===== src/rtl/adpcm_cfg_defines.svh =====
// Constants for the channel configuration and time slot block
`ifndef ADPCM_CFG_DEFINES_SVH
`define ADPCM_CFG_DEFINES_SVH
`define CTRL_RESET_VALUE 8'h20
`define CHAN_SELECT_BIT 6
`define DEVICE_ADDR_MSB 5
`define SLOT_NUM_MSB 5
`define TAG_COMMAND 2'h0
`define TAG_CONTROL 2'h1
`define TAG_IN_SLOT 2'h2
`define TAG_OUT_SLOT 2'h3
`define BYTE_LAST_BIT 3'h7
`define BYTES_MAX 3'h4
`define ALG_RESET_CYCLES 8'h10
`define UPDATE_HOLD_CYCLES 3'h4
`define CLOCK_MHZ 100
`define POWERUP_TIME_MS 800
`define FRAME_BITS_MU_LAW 9'h100
`define FRAME_BITS_A_LAW 9'h100
`define SLOT_COUNT_IDLE 9'h1FF
`define FIFO_DEPTH 16
`define CFG_WORD_WIDTH 10
`endif


===== src/rtl/adpcm_cfg_pkg.sv =====
// Types shared by the channel configuration block and its testbench
package adpcm_cfg_pkg;
  typedef struct packed {
    logic rate_select_bit_zero;
    logic rate_select_bit_one;
    logic idle_power_down;
    logic algorithm_state_reset;
    logic pass_through;
    logic format_mu_law;
    logic rate_select_bit_two;
    logic coding_direction;
  } ctrl_type;

  typedef struct packed {
    logic [1:0] tag;
    logic [7:0] data;
  } cfg_word_type;
endpackage


===== src/rtl/cfg_word_fifo.sv =====
// Flip-flop FIFO with valid/ready on both sides
`timescale 1ns/10ps
module cfg_word_fifo #(
  parameter int WIDTH = 10,
  parameter int DEPTH = 16
)(
  input wire logic clock_in,
  input wire logic reset_in,
  input wire logic in_valid_in,
  output logic in_ready_out,
  input wire logic [WIDTH-1:0] in_data_in,
  output logic out_valid_out,
  input wire logic out_ready_in,
  output logic [WIDTH-1:0] out_data_out
);
  localparam int AW = (DEPTH > 1) ? $clog2(DEPTH) : 1;

  typedef struct packed {
    logic [DEPTH-1:0][WIDTH-1:0] mem;
    logic [AW-1:0] wr_ptr;
    logic [AW-1:0] rd_ptr;
    logic [AW:0] count;
  } fifo_state_type;

  fifo_state_type st_q;
  fifo_state_type st_d;
  logic push;
  logic pop;

  assign in_ready_out = (st_q.count != (AW+1)'(DEPTH));
  assign out_valid_out = (st_q.count != '0);
  assign out_data_out = st_q.mem[st_q.rd_ptr];
  assign push = in_valid_in && in_ready_out;
  assign pop = out_valid_out && out_ready_in;

  always_comb
  begin
    st_d = st_q;
    if (push)
    begin
      st_d.mem[st_q.wr_ptr] = in_data_in;
      st_d.wr_ptr = (st_q.wr_ptr == AW'(DEPTH - 1)) ? '0 : AW'(st_q.wr_ptr + 1'b1);
    end
    if (pop)
    begin
      st_d.rd_ptr = (st_q.rd_ptr == AW'(DEPTH - 1)) ? '0 : AW'(st_q.rd_ptr + 1'b1);
    end
    st_d.count = (AW+1)'(st_q.count + {{AW{1'b0}}, push} - {{AW{1'b0}}, pop});
    if (reset_in)
    begin
      st_d.wr_ptr = '0;
      st_d.rd_ptr = '0;
      st_d.count = '0;
    end
  end

  always_ff @(posedge clock_in)
  begin
    st_q <= st_d;
  end
endmodule


===== src/rtl/adpcm_channel_config_and_slots.sv =====
// Channel configuration registers, serial command port and TDM slot timing
`timescale 1ns/10ps
`include "adpcm_cfg_defines.svh"

// Function
// Host writes zero into reserved bits
// Command bit 6 picks X (1) or Y
// Command bits 5..0 carry device address
// Idle bit disables channel, tri-states output
// Algorithm reset bit restarts channel state
// Pass-through bit skips compression and expansion
// Format bit: 0 A-law, 1 mu-law
// Direction bit: 0 expand, 1 compress
// Rate bits 1,6,7: 000/111/101 select rate
// Input slot number in bits 5..0
// Output slot number in bits 5..0
// Slot counters; PCM 8-bit, ADPCM 4-bit
// Slot count from direction and format
// Rate never changes slot organisation
// Slots count from first rise after sync
// Strap low: port off, registers cleared, pins
// Strap mode fixes all slots at zero
// Strap mode maps pins to direction/format/idle
// Rate pins: low/high; late rise gives 24k
// Serial clock held low in strap mode
// Powered up within 800 ms after idle
// Two or four bytes, address must match
// LSB first, sampled on serial clock rise
// Device clears algorithm reset bit itself
// Reset clears controls, sets idle bits
// Two-byte write leaves slot registers alone
module adpcm_channel_config_and_slots
  import adpcm_cfg_pkg::*;
#(
  parameter int unsigned POWERUP_CYCLES = `POWERUP_TIME_MS * `CLOCK_MHZ * 1000,
  parameter int FIFO_DEPTH = `FIFO_DEPTH
)(
  input wire logic clock_in,
  input wire logic reset_in,
  input wire logic serial_clock_in,
  input wire logic serial_config_input_in,
  input wire logic chip_select_n_in,
  input wire logic [5:0] address_pin_in,
  input wire logic port_select_strap_in,
  input wire logic x_side_bit_clock_in,
  input wire logic x_side_frame_sync_in,
  input wire logic x_side_serial_in,
  input wire logic y_side_bit_clock_in,
  input wire logic y_side_frame_sync_in,
  input wire logic y_side_serial_in,
  input wire logic [1:0][7:0] coded_word_in,
  output logic x_side_serial_out,
  output logic x_side_serial_oe_out,
  output logic y_side_serial_out,
  output logic y_side_serial_oe_out,
  output ctrl_type [1:0] channel_control_out,
  output logic [1:0][5:0] input_slot_out,
  output logic [1:0][5:0] output_slot_out,
  output logic [1:0][7:0] captured_word_out,
  output logic [1:0] captured_valid_out,
  output logic [1:0] channel_ready_out
);
  // ---------------------------------------------------------------
  // Pin sampling layout
  // ---------------------------------------------------------------
  localparam int SYNC_W = 16;
  localparam int S_SCLK = 0;
  localparam int S_SDI = 1;
  localparam int S_CSN = 2;
  localparam int S_STRAP = 3;
  localparam int S_CH0 = 4;
  localparam int S_ADDR = 10;
  localparam int ALG_BOUND = 20;

  typedef struct packed {
    logic [SYNC_W-1:0] sync1;
    logic [SYNC_W-1:0] sync2;
    logic [SYNC_W-1:0] prev;
    logic [7:0] shift;
    logic [2:0] bit_cnt;
    logic [2:0] byte_idx;
    logic match;
    logic target;
    ctrl_type [1:0] ctrl;
    logic [1:0][5:0] in_slot;
    logic [1:0][5:0] out_slot;
    logic [2:0] hold_cnt;
    logic [1:0][7:0] alg_cnt;
    logic [1:0][31:0] pwr_cnt;
    logic [1:0] ready;
    logic rate_low_at_reset;
    logic [1:0] fs_pend;
    logic [1:0][8:0] cnt;
    logic [1:0][7:0] in_word;
    logic [1:0][7:0] cap_word;
    logic [1:0] cap_valid;
    logic [1:0] out_bit;
    logic [1:0] out_en;
  } state_type;

  state_type st_q;
  state_type st_d;
  ctrl_type [1:0] eff;
  logic [SYNC_W-1:0] sync_raw;
  logic [5:0] addr;
  logic strap_mode;
  logic sclk_rise;
  logic push_valid;
  logic push_ready;
  cfg_word_type push_word;
  logic pop_valid;
  logic pop_ready;
  cfg_word_type pop_word;
  logic pop_fire;
  logic rate_hi;

  function automatic logic slot_hit(input logic [8:0] c, input logic w8,
                                    input logic [5:0] slot, input logic [8:0] frame_bits);
    logic [6:0] num;
    num = w8 ? {1'b0, c[8:3]} : c[8:2];
    return (c < frame_bits) && (num == {1'b0, slot});
  endfunction

  function automatic logic [2:0] slot_pos(input logic [8:0] c, input logic w8);
    return w8 ? c[2:0] : {1'b0, c[1:0]};
  endfunction

  assign sync_raw = {address_pin_in, x_side_serial_in, x_side_frame_sync_in,
                     x_side_bit_clock_in, y_side_serial_in, y_side_frame_sync_in,
                     y_side_bit_clock_in, port_select_strap_in, chip_select_n_in,
                     serial_config_input_in, serial_clock_in};
  assign addr = st_q.sync2[S_ADDR +: 6];
  assign strap_mode = !st_q.sync2[S_STRAP];
  assign sclk_rise = st_q.sync2[S_SCLK] && !st_q.prev[S_SCLK];
  assign rate_hi = addr[1] && addr[4];

  // ---------------------------------------------------------------
  // Effective channel settings
  // ---------------------------------------------------------------
  always_comb
  begin
    for (int ch = 0; ch < 2; ch++)
    begin
      eff[ch] = st_q.ctrl[ch];
      if (strap_mode)
      begin
        eff[ch] = '0;
        // pin mapping in strap mode
        eff[ch].coding_direction = (ch == 1) ? addr[0] : addr[3];
        eff[ch].format_mu_law = (ch == 1) ? addr[2] : addr[5];
        eff[ch].idle_power_down = (ch == 1) ? st_q.sync2[S_CSN] : st_q.sync2[S_SDI];
        // 24k only when pins rose after reset
        eff[ch].rate_select_bit_two = rate_hi;
        eff[ch].rate_select_bit_zero = rate_hi;
        eff[ch].rate_select_bit_one = rate_hi && st_q.rate_low_at_reset;
      end
    end
  end

  // ---------------------------------------------------------------
  // Command byte buffer
  // ---------------------------------------------------------------
  // shift in LSB first on serial clock rise
  assign push_valid = sclk_rise && !st_q.sync2[S_CSN] && !strap_mode &&
                      st_q.bit_cnt == `BYTE_LAST_BIT && st_q.byte_idx != `BYTES_MAX;
  assign push_word = '{tag: st_q.byte_idx[1:0], data: {st_q.sync2[S_SDI], st_q.shift[7:1]}};
  // Draining pauses while outputs are tri-stated for an update
  assign pop_ready = (st_q.hold_cnt == '0);
  assign pop_fire = pop_valid && pop_ready;

  cfg_word_fifo #(
    .WIDTH(`CFG_WORD_WIDTH),
    .DEPTH(FIFO_DEPTH)
  ) cmd_fifo (
    .clock_in(clock_in),
    .reset_in(reset_in || strap_mode),
    .in_valid_in(push_valid),
    .in_ready_out(push_ready),
    .in_data_in(push_word),
    .out_valid_out(pop_valid),
    .out_ready_in(pop_ready),
    .out_data_out(pop_word)
  );

  // ---------------------------------------------------------------
  // Next state
  // ---------------------------------------------------------------
  always_comb
  begin
    logic w8;
    logic [8:0] frame_bits;
    logic [8:0] ncnt;
    logic [2:0] pos;
    logic [7:0] src;
    logic rise;
    logic fall;
    logic din;
    st_d = st_q;
    w8 = 1'b0;
    frame_bits = '0;
    ncnt = '0;
    pos = '0;
    src = '0;
    rise = 1'b0;
    fall = 1'b0;
    din = 1'b0;
    st_d.sync1 = sync_raw;
    st_d.sync2 = st_q.sync1;
    st_d.prev = st_q.sync2;
    st_d.cap_valid = '0;
    if (reset_in)
    begin
      st_d.bit_cnt = '0;
      st_d.byte_idx = '0;
      st_d.match = 1'b0;
      st_d.target = 1'b0;
      // idle set, every other control bit clear
      st_d.ctrl = {2{ctrl_type'(`CTRL_RESET_VALUE)}};
      st_d.in_slot = '0;
      st_d.out_slot = '0;
      st_d.hold_cnt = '0;
      st_d.alg_cnt = '0;
      st_d.pwr_cnt = '0;
      st_d.ready = '0;
      st_d.fs_pend = '0;
      st_d.cnt = {2{`SLOT_COUNT_IDLE}};
      st_d.in_word = '0;
      st_d.cap_word = '0;
      st_d.out_bit = '0;
      st_d.out_en = '0;
      // Rate pins seen low during reset allow the late-rise 24k choice
      st_d.rate_low_at_reset = !(addr[1] || addr[4]);
    end
    else
    begin
      // Serial shifter; a full buffer aborts the rest of the transfer
      if (strap_mode || st_q.sync2[S_CSN])
      begin
        st_d.bit_cnt = '0;
        st_d.byte_idx = '0;
      end
      else if (sclk_rise)
      begin
        st_d.shift = {st_q.sync2[S_SDI], st_q.shift[7:1]};
        st_d.bit_cnt = 3'(st_q.bit_cnt + 1'b1);
        if (push_valid)
        begin
          st_d.byte_idx = push_ready ? 3'(st_q.byte_idx + 1'b1) : `BYTES_MAX;
        end
      end
      if (st_q.hold_cnt != '0)
      begin
        st_d.hold_cnt = 3'(st_q.hold_cnt - 1'b1);
      end
      // algorithm reset bit self-clears
      for (int ch = 0; ch < 2; ch++)
      begin
        if (st_q.alg_cnt[ch] != '0)
        begin
          st_d.alg_cnt[ch] = 8'(st_q.alg_cnt[ch] - 1'b1);
          if (st_q.alg_cnt[ch] == 8'h01)
          begin
            st_d.ctrl[ch].algorithm_state_reset = 1'b0;
          end
        end
      end
      if (pop_fire)
      begin
        case (pop_word.tag)
          `TAG_COMMAND:
          begin
            // six-bit address must match the pins
            st_d.match = (pop_word.data[`DEVICE_ADDR_MSB:0] == addr);
            // channel select bit
            st_d.target = pop_word.data[`CHAN_SELECT_BIT];
          end
          `TAG_CONTROL:
          begin
            // bytes after a mismatched address are ignored
            if (st_q.match)
            begin
              // only the control register changes here
              st_d.ctrl[st_q.target] = ctrl_type'(pop_word.data);
              st_d.hold_cnt = `UPDATE_HOLD_CYCLES;
              // a written reset bit restarts the channel's state
              if (pop_word.data[4])
              begin
                st_d.alg_cnt[st_q.target] = `ALG_RESET_CYCLES;
              end
            end
          end
          `TAG_IN_SLOT:
          begin
            // input slot number
            if (st_q.match)
            begin
              st_d.in_slot[st_q.target] = pop_word.data[`SLOT_NUM_MSB:0];
              st_d.hold_cnt = `UPDATE_HOLD_CYCLES;
            end
          end
          default:
          begin
            // output slot number
            if (st_q.match)
            begin
              st_d.out_slot[st_q.target] = pop_word.data[`SLOT_NUM_MSB:0];
              st_d.hold_cnt = `UPDATE_HOLD_CYCLES;
            end
          end
        endcase
      end
      // strap mode clears all register bits
      if (strap_mode)
      begin
        st_d.ctrl = '0;
        st_d.alg_cnt = '0;
        st_d.match = 1'b0;
        // slots fixed at zero
        st_d.in_slot = '0;
        st_d.out_slot = '0;
      end
      for (int ch = 0; ch < 2; ch++)
      begin
        // power-up timer after leaving idle
        if (eff[ch].idle_power_down)
        begin
          st_d.pwr_cnt[ch] = '0;
          st_d.ready[ch] = 1'b0;
        end
        else if (st_q.pwr_cnt[ch] == POWERUP_CYCLES - 1)
        begin
          // Counter parks one below the limit once ready
          st_d.ready[ch] = 1'b1;
        end
        else
        begin
          st_d.pwr_cnt[ch] = st_q.pwr_cnt[ch] + 1;
        end
        rise = st_q.sync2[S_CH0 + 3*ch] && !st_q.prev[S_CH0 + 3*ch];
        fall = !st_q.sync2[S_CH0 + 3*ch] && st_q.prev[S_CH0 + 3*ch];
        din = st_q.sync2[S_CH0 + 3*ch + 2];
        // compress means 8-bit PCM in and 4-bit ADPCM out
        // rate bits take no part in slot layout
        w8 = eff[ch].coding_direction;
        // frame length from format
        frame_bits = eff[ch].format_mu_law ? `FRAME_BITS_MU_LAW : `FRAME_BITS_A_LAW;
        pos = slot_pos(st_q.cnt[ch], w8);
        if (fall)
        begin
          if (st_q.sync2[S_CH0 + 3*ch + 1])
          begin
            st_d.fs_pend[ch] = 1'b1;
          end
          if (!eff[ch].idle_power_down &&
              slot_hit(st_q.cnt[ch], w8, st_q.in_slot[ch], frame_bits))
          begin
            st_d.in_word[ch] = {st_q.in_word[ch][6:0], din};
            if (pos == (w8 ? 3'h7 : 3'h3))
            begin
              st_d.cap_word[ch] = {st_q.in_word[ch][6:0], din};
              st_d.cap_valid[ch] = 1'b1;
            end
          end
        end
        if (rise)
        begin
          // first rise after frame sync is bit 0 of slot 0
          ncnt = st_q.fs_pend[ch] ? 9'h000 :
                 (st_q.cnt[ch] == `SLOT_COUNT_IDLE) ? `SLOT_COUNT_IDLE :
                 9'(st_q.cnt[ch] + 1'b1);
          st_d.cnt[ch] = ncnt;
          st_d.fs_pend[ch] = 1'b0;
          pos = slot_pos(ncnt, !w8);
          // pass-through sends the captured word in place of the coded word, only its low four bits when compressing
          src = eff[ch].pass_through ? st_q.cap_word[ch] : coded_word_in[ch];
          st_d.out_bit[ch] = !w8 ? src[~pos] : src[{1'b0, ~pos[1:0]}];
          st_d.out_en[ch] = slot_hit(ncnt, !w8, st_q.out_slot[ch], frame_bits);
        end
        // idle or register update tri-states output
        if (eff[ch].idle_power_down || st_q.hold_cnt != '0)
        begin
          st_d.out_en[ch] = 1'b0;
        end
      end
    end
  end

  always_ff @(posedge clock_in)
  begin
    st_q <= st_d;
  end

  // ---------------------------------------------------------------
  // Outputs
  // ---------------------------------------------------------------
  assign y_side_serial_out = st_q.out_bit[0];
  assign x_side_serial_out = st_q.out_bit[1];
  assign y_side_serial_oe_out = st_q.out_en[0] && !eff[0].idle_power_down && pop_ready;
  assign x_side_serial_oe_out = st_q.out_en[1] && !eff[1].idle_power_down && pop_ready;
  // format bit and R08: direction bit reach the engine here
  // rate bits pass through unchanged
  assign channel_control_out = eff;
  assign input_slot_out = st_q.in_slot;
  assign output_slot_out = st_q.out_slot;
  assign captured_word_out = st_q.cap_word;
  assign captured_valid_out = st_q.cap_valid;
  assign channel_ready_out = st_q.ready;
endmodule


===== config.mk =====
export PLATFORM = sky130hd
export DESIGN_NAME = adpcm_channel_config_and_slots
export DESIGN_NICKNAME = d
export VERILOG_FILES = /design/src/rtl/adpcm_cfg_pkg.sv /design/src/rtl/cfg_word_fifo.sv /design/src/rtl/adpcm_channel_config_and_slots.sv
export VERILOG_INCLUDE_DIRS = /design/src /design/src/rtl
export SDC_FILE = /design/constraint.sdc
export NUM_CORES = 1
export LEC_CHECK = 0
export ABC_AREA = 1
export BUFFER_PORTS_ARGS = -buffer_cell sky130_fd_sc_hd__buf_2
export CAP_MARGIN = 20
export CORE_MARGIN = 1.5
export CORE_UTILIZATION = 55
export CTS_CLUSTER_DIAMETER = 60
export DETAILED_ROUTE_END_ITERATION = 10
export PLACE_DENSITY_LB_ADDON = 0.2
export SLEW_MARGIN = 20
export SYNTH_ARGS = -nofsm -noshare
export SYNTH_HDL_FRONTEND = slang
export SYNTH_SLANG_ARGS = --single-unit

===== constraint.sdc =====
create_clock -name clock_in -period 3.6 [get_ports clock_in]
set_input_delay 0.72 -clock clock_in [delete_from_list [all_inputs] [get_ports clock_in]]
set_output_delay 0.72 -clock clock_in [all_outputs]
set_load 0.02 [all_outputs]

==> key figures <==
Outcome
  – Status: finished clean

Placed design
  – Placed Cells: 2710
  – Routability cong.: slightly above 0.9
  – DP HPWL: 30100 µm
  – Number of port buffers: 97

Clock network
  – Post-cts sizing count: 0
  – Num CTS Buffers: 43
  – Cts hold-fix bufs: 0
  – Max H-tree Level: 2
  – Clock sink total: 405
  – Root buffer cell: clkbuf_16
  – CTS tree: built
  – CTS max path bufs: 3
  – Post-CTS Setup Repair Bufs: 0
  – Worst skew pair latency: roughly 0.54 ns
  – Clock Pin Slew Worst Setup and Hold Paths: 0.06 ns

Power and ir drop
  – Logic pwr share: 0.246
  – NetSw: 3.97 mW
  – Net Sw Frac: 0.320
  – Flop pwr share: 0.410
  – Leakage power total: 8.11 nW
  – Pint: 8.45 mW
  – PwrDens: 605 mW/mm²
  – Worst ir drop on vdd: 0.000448 V
  – Clock share of power: 0.344

Timing
  – Setup violators final: 0
  – Setup TNS: 0 ns
  – Fin. Hold Viols: 0
  – Layout Skew: 0.0143 ns
  – Unrepaired setup endpoints after global routing: no
  – Worst Tran Pin Value: 1.14 ns
  – Final Max Tran Viols: 0
  – Crit share post-route: 0.859
  – Max Fclk: 323 MHz
  – Period minus WS final: 3.09 ns
  – Max-slew headroom: 0.235

Logic synthesis
  – Post-synth EDFFs: approximately 170
  – Avg Cell Area, Syn: 8.27 µm²
  – Yosys reg bits: 405
  – Synth Flop Type: dfxtp_1
  – Post-synth net total: 2306
  – Cell count after synthesis: 2244
  – Fraction of registers with async set/reset: 0
  – Sequential fraction of the synthesis area: 0.527
  – Netlist cell types: 45
  – Yosys warnings: 0
  – Synthesized cell area: approximately 0.019 mm²

Finish
  – Nets: around 2400
  – Share of cells above drive strength 1: 0.110
  – Layout overhead on the synthesized area: 10.6%
  – Final std cells w/o fill: 2787
  – Antenna cell count: 0
  – Commonest cells after routing, fill and taps aside: nand2_1, nor2_1, dfxtp_1
  – Final core utilization: 0.616
  – Most common cell after layout, fill and taps aside: nand2_1

Setup path
  – Critical path startpoint category: flip-flop
  – Crit path max fanout: 9
  – Reg2reg start: st_d[203]
  – FF-to-FF setup slack: 0.82 ns
  – Worst Setup End Kind: output port
  – Crit path DAT: 2.37 ns
  – CP max stage cell: o21ai_0
  – Reg2Reg Depth: 13
  – CP required: roughly 2.9 ns
  – RR Endpoint: captured_word_out[11]
  – WS Path Type: flip-flop to output port
  – Max stage delay on crit path: 0.94 ns
  – Crit path cell chain: o21ai_0, inv_1, nand2_1, nor2_1, buf_2
  – CP Launch Point: st_d[203]

Die
  – Die Ht: 187 µm
  – Starting Density: 0.556
  – Core area: 0.0334 mm²
  – IO Count: 98
  – Chip width: 187 µm
  – Die area: ~0.035 mm²
  – Site Rows: 67

GRT
  – Global-route usage over all layers: 0.256
  – Initial antenna violation count: 0
  – Number of global-route vias before repair: between 10000 and 15000
  – Largest net degree at the start of global routing: 96
  – First-pass GRT wire length: 72500 µm
  – Grt total ovfl: 0

Routing
  – Post-DRT Antenna Nets: 0
  – Detailed Route Iter0 Violations: 1200
  – DR WL/cell: 16.2 µm
  – Via Count: ~15000
  – First drt pass iteration count: 6
  – # DRC: 0
  – Vias per inst: 5.44
  – DRT Wirelength: approximately 45000 µm

Hold path
  – Hold Crit Class: input port to flip-flop
  – Hold-critical path depth: 1
  – Worst Hold Path EP: st_d[221]
  – Min-Delay Startpoint: y_side_frame_sync_in

Run
  – Max Cap Viol: 0
## metrics by stage
step | power, mW | hold slack [ns] | setup WS [ns] | instance area [µm²]
floorplan | 7.52 | 0.310 | 1.25 | 18600
global placement | 8.11 | 0.310 | 0.882 | 19200
detailed placement | 8.19 | 0.313 | 0.829 | 19200
CTS | 12.5 | 0.263 | 0.613 | 20500
global route | 13.1 | 0.266 | 0.452 | 20500
finish | 12.4 | 0.284 | 0.508 | 20500
## critical path: cells and delay by family, from the launching register on
kind | cells | cell delay [ns]
compound gates | 1 | 0.94
simple gates | 2 | 0.17
flops | 1 | 0.42
buf+inv | 2 | 0.31
## layer usage
metal	track usage	wire (µm)
met1	0.339	19800
met2	0.428	21300
met3	0.0401	2680
met4	0.0856	1330
met5	0	0
## final cells by class
cell class              instances  area [µm²]
flip-flops and latches        405        9790
clock buffers                  59        1230
clock inverters                18         135
inverters                     232         873
multi-input cells            1501        7250
fillers                      2947       12800
well taps                     448         561
repair buffers                124         701
## state kept, by name (all words and copies together) (netlist names)
signal and cells:
addr 6, captured_valid_out 2, captured_word_out 16, channel_ready_out 2
cmd_fifo.st_q 173, input_slot_out 12, output_slot_out 12, push_word 10
st_d 25, st_q 145, x_side_serial_out 1, y_side_serial_out 1
## worst max-delay path by stage
| stage | endpoint | slack, ns |
|---|---|---|
| floorplan | cmd_fifo.st_q[4] | 1.25 |
| global placement | captured_word_out[11] | 0.88 |
| finish | x_side_serial_oe_out | 0.51 |
| CTS | x_side_serial_oe_out | 0.61 |
| detailed placement | cmd_fifo.st_q[4] | 0.83 |
| global route | x_side_serial_oe_out | 0.45 |
## cells in the mapped netlist (all sizes together) (33+ instances only)
cell type  instances  share of area
o21ai            154          0.043
inv              226          0.046
or2               33          0.011
nand3            187          0.051
edfxtp           168           0.27
nand2            465          0.095
nand4             35          0.012
nor3              51          0.015
nor2             331          0.069
a21oi             98          0.026
buf               87          0.031
dfxtp            237           0.26
## power by group through the flow
stage | sequential (mW) | clock, mW | combinational, mW
6_report | 5.09 | 4.27 | 3.05
5_1_grt | 5.11 | 4.52 | 3.46
4_1_cts | 5.09 | 4.34 | 3.03
3_5_place_dp | 5.19 | 0 | 3.00
3_3_place_gp | 5.18 | 0 | 2.93
2_1_floorplan | 5.15 | 0 | 2.37
## logic make-up after synthesis
kind of cell | Yosys count | synth area share
AOI/OAI and AO/OA | 313 | 0.0933
and+or+nand+nor | 1125 | 0.261
buffers and inverters | 338 | 0.0822
DFF | 405 | 0.527
adders and majority gates | 28 | 0.0193
xor gates and xnor gates | 35 | 0.0165
Power figures use the tool's default switching activity.
